==> config.mk <==
export PLATFORM = sky130hd
export DESIGN_NAME = triple_comparator_control
export DESIGN_NICKNAME = d
export VERILOG_FILES = /design/src/verilog/cmp_pkg.sv /design/src/verilog/triple_comparator_control.sv
export VERILOG_INCLUDE_DIRS = /design/src /design/src/verilog
export SDC_FILE = /design/constraint.sdc
export NUM_CORES = 1
export LEC_CHECK = 0
export BUFFER_PORTS_ARGS = -buffer_cell sky130_fd_sc_hd__buf_2
export CAP_MARGIN = 20
export CORE_ASPECT_RATIO = 0.6
export CORE_MARGIN = 10
export CORE_UTILIZATION = 40
export DETAILED_ROUTE_END_ITERATION = 10
export SYNTH_ARGS = -nofsm -noshare
export SYNTH_HDL_FRONTEND = slang
export SYNTH_SLANG_ARGS = --single-unit
==> constraint.sdc <==
create_clock -name clk_sys_i -period 5.54 [get_ports clk_sys_i]
set_clock_uncertainty 0.05 [all_clocks]
set_input_delay 1.662 -clock clk_sys_i [delete_from_list [all_inputs] [get_ports clk_sys_i]]
set_output_delay 1.662 -clock clk_sys_i [all_outputs]
set_load 0.005 [all_outputs]
==> src/verilog/cmp_defines.svh <==
// Register offsets, field positions and reset values of the comparator block
`ifndef CMP_DEFINES_SVH
`define CMP_DEFINES_SVH

`define CH1_CTRL_ADDR     12'h000
`define CH2_CTRL_ADDR     12'h004
`define CH3_CTRL_ADDR     12'h008
`define STATUS_ADDR       12'h00c
`define REF_CTRL_ADDR     12'h010

`define CTRL_ON_BIT       15
`define CTRL_PIN_BIT      14
`define CTRL_INV_BIT      13
`define CTRL_EVT_BIT      9
`define CTRL_RES_BIT      8
`define CTRL_EDGE_HI      7
`define CTRL_EDGE_LO      6
`define CTRL_NONINV_BIT   4
`define CTRL_INVSEL_HI    1
`define CTRL_INVSEL_LO    0
`define CTRL_WMASK        16'he0d3

`define STAT_IDLE_BIT     15
`define STAT_EVT_LO       8
`define STAT_RES_LO       0

`define REF_WMASK         16'h07ff
`define REF_PICK_BIT      10
`define REF_SRC_HI        9
`define REF_SRC_LO        8
`define REF_POWER_BIT     7
`define REF_PINOUT_BIT    6
`define REF_SUPPLY_BIT    5
`define REF_LEVEL_HI      4
`define REF_LEVEL_LO      0

`define REG_RESET         16'h0000

`endif

==> src/verilog/cmp_pkg.sv <==
// Types shared by the comparator control block
package cmp_pkg;
    typedef enum logic [1:0] {
        EDGE_NONE = 2'h0,
        EDGE_RISE = 2'h1,
        EDGE_FALL = 2'h2,
        EDGE_ANY  = 2'h3
    } edge_sel_e;

    typedef enum logic [1:0] {
        INV_PIN_B = 2'h0,
        INV_PIN_C = 2'h1,
        INV_PIN_D = 2'h2,
        INV_REF   = 2'h3
    } inv_sel_e;

    typedef enum logic [1:0] {
        SRC_BAND_GAP = 2'h0,
        SRC_RSVD_1   = 2'h1,
        SRC_RSVD_2   = 2'h2,
        SRC_PIN_POS  = 2'h3
    } ref_src_e;

    typedef enum logic [1:0] {
        BUS_IDLE = 2'b01,
        BUS_DATA = 2'b10
    } bus_state_e;

    typedef logic [15:0] reg16_t;
endpackage : cmp_pkg

==> src/verilog/triple_comparator_control.sv <==
// Control, status and event logic for three comparators and their reference
`include "cmp_defines.svh"

module triple_comparator_control (
    // Clock and reset
    input  wire logic             clk_sys_i,
    input  wire logic             rst_i,
    // AHB-Lite slave
    input  wire logic             hsel_i,
    input  wire logic [11:0]      haddr_i,
    input  wire logic [1:0]       htrans_i,
    input  wire logic             hwrite_i,
    input  wire logic [2:0]       hsize_i,
    input  wire logic [31:0]      hwdata_i,
    input  wire logic             hready_i,
    output logic      [31:0]      hrdata_o,
    output logic                  hreadyout_o,
    output logic                  hresp_o,
    // Device power state
    input  wire logic             device_idle_i,
    // Analog cores
    input  wire logic [2:0]       raw_result_i,
    output logic      [2:0]       channel_on_o,
    output logic      [2:0]       result_invert_o,
    output logic      [2:0]       noninv_input_select_o,
    output logic      [5:0]       inv_input_select_o,
    output logic      [2:0]       pin_drive_enable_o,
    output logic                  ladder_or_pin_pick_o,
    output logic      [1:0]       reference_source_field_o,
    output logic                  ladder_power_on_o,
    output logic                  ladder_pin_output_o,
    output logic                  ladder_supply_select_o,
    output logic      [4:0]       ladder_level_code_o,
    // Events toward interrupt controller and peripherals
    output logic      [2:0]       event_irq_o,
    output logic      [2:0]       event_trigger_o
);
    import cmp_pkg::*;

    // Registers
    reg16_t      ctrl_q [3];
    reg16_t      ref_q;
    logic        idle_stop_all_q;
    logic [2:0]  channel_event_flag_q;
    logic [2:0]  sync1_q;
    logic [2:0]  sync2_q;
    logic [2:0]  res_prev_q;
    logic [2:0]  run_prev_q;
    bus_state_e  bus_q;
    logic        wr_pend_q;
    logic [11:0] addr_q;

    // Edge detection shared by the three channels
    function automatic logic edge_hit(input logic [1:0] sel,
                                      input logic prev, input logic now);
        logic rise;
        logic fall;
        rise = ~prev & now;
        fall = prev & ~now;
        case (edge_sel_e'(sel))
            EDGE_ANY:  edge_hit = rise | fall;
            EDGE_FALL: edge_hit = fall;
            EDGE_RISE: edge_hit = rise;
            default:   edge_hit = 1'b0;
        endcase
    endfunction : edge_hit

    // Bus decode
    wire         addr_ok  = hsel_i & hready_i & htrans_i[1];
    wire         wr_req   = addr_ok & hwrite_i;
    wire         rd_req   = addr_ok & ~hwrite_i;
    wire         w_ch1    = wr_pend_q & (addr_q == `CH1_CTRL_ADDR);
    wire         w_ch2    = wr_pend_q & (addr_q == `CH2_CTRL_ADDR);
    wire         w_ch3    = wr_pend_q & (addr_q == `CH3_CTRL_ADDR);
    wire         w_stat   = wr_pend_q & (addr_q == `STATUS_ADDR);
    wire         w_ref    = wr_pend_q & (addr_q == `REF_CTRL_ADDR);
    wire [2:0]   w_ch     = {w_ch3, w_ch2, w_ch1};
    wire [15:0]  wdata    = hwdata_i[15:0];

    // Comparator stop in idle
    wire         idle_stop = idle_stop_all_q & device_idle_i;
    logic [2:0]  run;
    logic [2:0]  result;
    logic [2:0]  hit;
    logic [2:0]  set_evt;
    logic [2:0]  clr_evt;

    always_comb begin
        for (int i = 0; i < 3; i++) begin
            run[i] = ctrl_q[i][`CTRL_ON_BIT] & ~idle_stop;
            // Result reads zero while stopped; synced copy only
            result[i] = run[i] &
                (sync2_q[i] ^ ctrl_q[i][`CTRL_INV_BIT]);
            // Edges across a run start are not real transitions
            // Judged on the core's own sense: polarity only renames them
            hit[i] = run[i] & run_prev_q[i] & edge_hit(
                ctrl_q[i][`CTRL_EDGE_HI:`CTRL_EDGE_LO],
                res_prev_q[i], run[i] & sync2_q[i]);
            set_evt[i] = hit[i] & ~channel_event_flag_q[i];
            clr_evt[i] = w_ch[i] & ~wdata[`CTRL_EVT_BIT];
        end
    end

    // Read mux
    wire [15:0] status_rd = {idle_stop_all_q, 4'h0,
                             channel_event_flag_q, 5'h00,
                             result};
    function automatic reg16_t ctrl_rd(input reg16_t c, input logic evt,
                                       input logic res);
        reg16_t v;
        v = c & `CTRL_WMASK;
        v[`CTRL_EVT_BIT] = evt;
        v[`CTRL_RES_BIT] = res;
        ctrl_rd = v;
    endfunction : ctrl_rd

    wire [15:0] rd_mux =
        (haddr_i == `CH1_CTRL_ADDR) ? ctrl_rd(ctrl_q[0],
            channel_event_flag_q[0], result[0]) :
        (haddr_i == `CH2_CTRL_ADDR) ? ctrl_rd(ctrl_q[1],
            channel_event_flag_q[1], result[1]) :
        (haddr_i == `CH3_CTRL_ADDR) ? ctrl_rd(ctrl_q[2],
            channel_event_flag_q[2], result[2]) :
        (haddr_i == `STATUS_ADDR)   ? status_rd :
        (haddr_i == `REF_CTRL_ADDR) ? (ref_q & `REF_WMASK) :
        16'h0000;

    // Bus slave: zero wait states, always OKAY
    always_ff @(posedge clk_sys_i or posedge rst_i) begin
        if (rst_i) begin
            bus_q     <= BUS_IDLE;
            wr_pend_q <= 1'b0;
            addr_q    <= 12'h000;
            hrdata_o  <= 32'h0000_0000;
        end else begin
            case (bus_q)
                BUS_IDLE: bus_q <= addr_ok ? BUS_DATA : BUS_IDLE;
                BUS_DATA: bus_q <= addr_ok ? BUS_DATA : BUS_IDLE;
                default:  bus_q <= BUS_IDLE;
            endcase
            wr_pend_q <= wr_req;
            addr_q    <= haddr_i;
            if (rd_req) begin
                hrdata_o <= {16'h0000, rd_mux};
            end
        end
    end

    // Control registers and event flags
    always_ff @(posedge clk_sys_i or posedge rst_i) begin
        if (rst_i) begin
            for (int i = 0; i < 3; i++) begin
                ctrl_q[i] <= `REG_RESET;
            end
            ref_q                <= `REG_RESET;
            idle_stop_all_q      <= 1'b0;
            channel_event_flag_q <= 3'h0;
        end else begin
            for (int i = 0; i < 3; i++) begin
                if (w_ch[i]) begin
                    ctrl_q[i] <= wdata & `CTRL_WMASK;
                end
                // Set only fires on a clear flag, so a same-cycle software clear of a set flag wins
                if (set_evt[i]) begin
                    channel_event_flag_q[i] <= 1'b1;
                end else if (clr_evt[i]) begin
                    channel_event_flag_q[i] <= 1'b0;
                end
            end
            if (w_stat) begin
                idle_stop_all_q <= wdata[`STAT_IDLE_BIT];
            end
            if (w_ref) begin
                ref_q <= wdata & `REF_WMASK;
            end
        end
    end

    // Synchroniser and edge history
    always_ff @(posedge clk_sys_i or posedge rst_i) begin
        if (rst_i) begin
            sync1_q    <= 3'h0;
            sync2_q    <= 3'h0;
            res_prev_q <= 3'h0;
            run_prev_q <= 3'h0;
        end else begin
            sync1_q    <= raw_result_i;
            sync2_q    <= sync1_q;
            res_prev_q <= run & sync2_q;
            run_prev_q <= run;
        end
    end

    // Registered outputs to analog and event consumers
    always_ff @(posedge clk_sys_i or posedge rst_i) begin
        if (rst_i) begin
            channel_on_o             <= 3'h0;
            result_invert_o          <= 3'h0;
            noninv_input_select_o    <= 3'h0;
            inv_input_select_o       <= 6'h00;
            pin_drive_enable_o       <= 3'h0;
            ladder_or_pin_pick_o     <= 1'b0;
            reference_source_field_o <= 2'h0;
            ladder_power_on_o        <= 1'b0;
            ladder_pin_output_o      <= 1'b0;
            ladder_supply_select_o   <= 1'b0;
            ladder_level_code_o      <= 5'h00;
            event_irq_o              <= 3'h0;
            event_trigger_o          <= 3'h0;
        end else begin
            for (int i = 0; i < 3; i++) begin
                channel_on_o[i] <= run[i];
                result_invert_o[i] <= ctrl_q[i][`CTRL_INV_BIT];
                noninv_input_select_o[i] <=
                    ctrl_q[i][`CTRL_NONINV_BIT];
                inv_input_select_o[2*i +: 2] <=
                    ctrl_q[i][`CTRL_INVSEL_HI:`CTRL_INVSEL_LO];
                // Pad drives the unsynchronised core output
                pin_drive_enable_o[i] <=
                    run[i] & ctrl_q[i][`CTRL_PIN_BIT];
            end
            ladder_or_pin_pick_o     <= ref_q[`REF_PICK_BIT];
            reference_source_field_o <=
                ref_q[`REF_SRC_HI:`REF_SRC_LO];
            ladder_power_on_o        <= ref_q[`REF_POWER_BIT];
            ladder_pin_output_o      <= ref_q[`REF_PINOUT_BIT];
            ladder_supply_select_o   <= ref_q[`REF_SUPPLY_BIT];
            ladder_level_code_o      <=
                ref_q[`REF_LEVEL_HI:`REF_LEVEL_LO];
            event_irq_o              <= set_evt;
            event_trigger_o          <= set_evt;
        end
    end

    assign hreadyout_o = 1'b1;
    assign hresp_o     = 1'b0;
endmodule : triple_comparator_control

==> metrics.log <==
[metrics] dpl cell area: 0.00479 mm²
[metrics] most area-consuming cells after synthesis: dfrtp_1, mux2_2, buf_4
[metrics] Clock transition at path regs: 0.07 ns
[metrics] slew at the pin closest to its max-slew limit: between 0.8 and 0.9 ns
[metrics] worst reg2reg path depth: 4
[metrics] post-detailed-route DRC marker count: 0
[metrics] initial antenna violation count: 0
[metrics] post-route antenna net violation count: 0
[metrics] Clk Tree Root Cell: clkbuf_16
[metrics] die area: 0.0155 mm²
[metrics] first-pass iteration count of the detailed router: 4
[metrics] data required time of the worst path: between 5 and 6 ns
[metrics] layout-stage area growth over the synthesis result: 19.5%
[metrics] count of flip-flops with a built-in enable after synthesis: 0
[metrics] most common cell after layout, fill and taps aside: dfrtp_1
[metrics] source of the worst hold timing path: sync1_q[0]$_DFF_PP0_
[metrics] minimum clock period: between 3 and 4 ns
[metrics] floorplan die height: about 100 µm
[metrics] Peak supply drop: approximately 0.17 mV
[metrics] max-capacitance violation count: 0
[metrics] clock tree from TritonCTS: built
[metrics] worst reg2reg endpoint: ref_q[5]$_DFFE_PP0P_
[metrics] Worst Slack Setup Final: ~2.1 ns
[metrics] layout net count: 484
[metrics] area of the mapped netlist: roughly 0.0043 mm²
[metrics] total length of routed wires: 10600 µm
[metrics] f_max: 293 MHz
[metrics] row count: 29
[metrics] endpoints failing hold: 0
[metrics] aggregate global-route resource usage: 13.7%
[metrics] dpl ws: ~1.8 ns
[metrics] fraction of final layout cells with drive strength greater than 1: 35.3%
[metrics] post-synthesis register bit count: between 100 and 150
[metrics] Synth async-reset ratio: 100%
[metrics] power per unit of standard cell area: 335 mW/mm²
[metrics] Core Box Area: between 0.01 and 0.015 mm²
[metrics] average routed wire per standard cell: approximately 19 µm
[metrics] total negative setup slack: 0 ns
[metrics] unrepaired setup endpoints after global routing: false
[metrics] final worst-path cycle share: approximately 62%
[metrics] Num Clock Sinks: between 100 and 150
[metrics] Critical Path Source Type: input port
[metrics] filler instances: 962
[metrics] CP endpoint kind: flip-flop
[metrics] I/O pin count: around 130
[metrics] count of hold buffers inserted by post-cts repair: 0
[metrics] critical path arrival: roughly 3.6 ns
[metrics] worst flop-to-flop path startpoint: addr_q[6]$_DFF_PP0_
[metrics] initial core utilization: between 40% and 50%
[metrics] post-detailed-route via-to-cell ratio: between 4 and 5
[metrics] pin count of the biggest net entering global routing: just over 80
[metrics] number of buffers inserted during clock tree synthesis: 9
[metrics] RePlAce Congestion: 0.795
[metrics] hold path cells: 0
[metrics] area of the multi-input gates: 0.00147 mm²
[metrics] warnings from Yosys: 0
[metrics] placed wire-length estimate after detailed placement: ~7800 µm
[metrics] number of global-route vias before repair: roughly 3000
[metrics] area leader, netlist: dfrtp_1
[metrics] Post-CTS Setup Bufs: 0
[metrics] fraction of the yosys area taken by sequential cells: about three fifths
[metrics] sequential standard cell area: about 0.0027 mm²
[metrics] final instance area: about 0.0052 mm²
[metrics] critical path class: input port to flip-flop
[metrics] leakage power figure: approximately 2.5 nW
[metrics] distinct cell type count after synthesis: 47
[metrics] worst-skew pair later-pin latency: roughly 0.34 ns
[metrics] Min-Delay Path Class: flip-flop to flip-flop
[metrics] antenna diode count: 0
[metrics] maximum level of the CTS H-tree: 3
[metrics] number of design-rule violations left by the first detailed-router iteration: 110
[metrics] pins over their slew limit: 0
[metrics] Bufs on Longest Clock Path: 2
[metrics] Congestion Overflow GR: 0
[metrics] most used cells in the layout excluding fill and tap cells: dfrtp_1, buf_2, mux2_2
[metrics] number of input and output port buffers inserted: between 80 and 90
[metrics] horizontal die dimension: 154 µm
[metrics] fraction of synthesized cell area taken by the top area cell type: 61.9%
[metrics] total of cells resized after clock tree synthesis: 0
[metrics] biggest fanout along the worst timing path: 7
[metrics] final hold slack: 0.299 ns
[metrics] main flop type after synthesis: dfrtp_1
[metrics] Syn Inst Count: about 340
[metrics] wire length of the first global-routing pass: ~17000 µm
[metrics] mean instance size in the synthesized netlist: about 13 µm²
[metrics] status: completed
[metrics] worst hold endpoint: sync2_q[0]$_DFF_PP0_
[metrics] Final setup viols: 0
[metrics] Relative slew margins: around 41%
[metrics] total via count after detailed routing: 2795
[metrics] worst-case register-to-register setup slack: between 3 and 4 ns
synthesized netlist by cell type, types with 2 or more instances:
cell type	number
o31ai_1	4
nor3_1	6
a21oi_1	7
nor4_4	2
a21bo_2	2
nand3_1	9
nand3b_4	2
a221oi_1	3
nor4_1	4
a31oi_1	2
buf_4	23
conb_1	2
o21ai_0	15
nand2_1	21
a211oi_1	3
nor3b_1	2
mux2_2	36
or3_1	3
mux2i_1	2
dfrtp_1	107
nor2_1	14
a22oi_1	6
xnor2_1	2
nand2b_1	5
a32oi_1	2
or4_1	2
inv_1	11
nor2b_1	3
ha_1	6
clkbuf_1	8
and3_1	7
worst max-delay path, stage by stage:
cell and delay [ns]:
buf_2 0.11, nor4_1 0.44, nand3_1 0.31, nor3_1 0.71, a221oi_1 0.21, o22ai_1 0.19
state kept, by name, indices dropped and copies added (netlist names), 2 cells and up:
register                  count
hrdata_o                     14
channel_on_o                  3
sync2_q                       3
ladder_level_code_o           5
pin_drive_enable_o            3
result_invert_o               3
reference_source_field_o      2
noninv_input_select_o         3
channel_event_flag_q          3
event_trigger_o               3
addr_q                       12
ctrl_q                       24
ref_q                        11
sync1_q                       3
res_prev_q                    3
inv_input_select_o            6
layout make-up:
cell class / count / share of cell area [%]
clock buffer: 10 / 4.62
clock inverter: 6 / 2.18
inverter: 11 / 0.847
multi-input combinational: 205 / 28.4
sequential: 107 / 51.8
tap: 139 / 3.36
timing repair buffer: 86 / 8.81
power breakdown:
part / total, W / switching [W] / leakage [nW] / internal [W]
logic: 0.000131 / 0.0000731 / 1.03 / 0.0000581
clock network: 0.000737 / 0.000282 / 0.173 / 0.000455
registers: 0.000866 / 0.0000382 / 1.29 / 0.000828
worst max path at each step:
stage | from | to | slack [ns] | depth (start not counted)
after floorplan | rst_i | addr_q[0]$_DFF_PP0_ | 1.01 | 1
after global placement | haddr_i[10] | hrdata_o[0]$_DFFE_PP0P_ | 1.80 | 6
after detailed placement | haddr_i[10] | hrdata_o[0]$_DFFE_PP0P_ | 1.78 | 6
after CTS | haddr_i[10] | hrdata_o[0]$_DFFE_PP0P_ | 2.14 | 6
after global routing | haddr_i[10] | hrdata_o[0]$_DFFE_PP0P_ | 1.90 | 6
final | haddr_i[10] | hrdata_o[0]$_DFFE_PP0P_ | 2.13 | 6
kinds of logic (layout without fill, tap and decap cells):
kind of cell               count (synthesis)  in the layout  share of synthesized area, %
AOI/OAI and AO/OA                         50             50                          7.63
xor gates and xnor gates                   3              3                         0.607
adders and majority gates                  6              6                          1.74
buffers and inverters                     43            113                          5.73
DFF                                      107            107                          61.9
muxes                                     39             39                          10.4
other                                      2             20                         0.174
and+or+nand+nor                           87             87                          11.9
through the flow:
stage / std cells / power [W] / utilization, %
4_1_cts: 563 / 0.00175 / 48.7
5_1_grt: 564 / 0.00180 / 49.0
2_1_floorplan: 355 / 0.000953 / -
3_5_place_dp: 547 / 0.00101 / 45.4
3_3_place_gp: 547 / 0.00101 / 45.4
6_report: 564 / 0.00173 / 49.0
routing by layer:
metal  wire length (µm)  global-route usage, %
met5                  0                      0
met4                 60                   3.25
met3                795                   4.77
met2               4760                   21.0
met1               4990                   18.3
No activity file was read; power rests on OpenSTA's default activity.
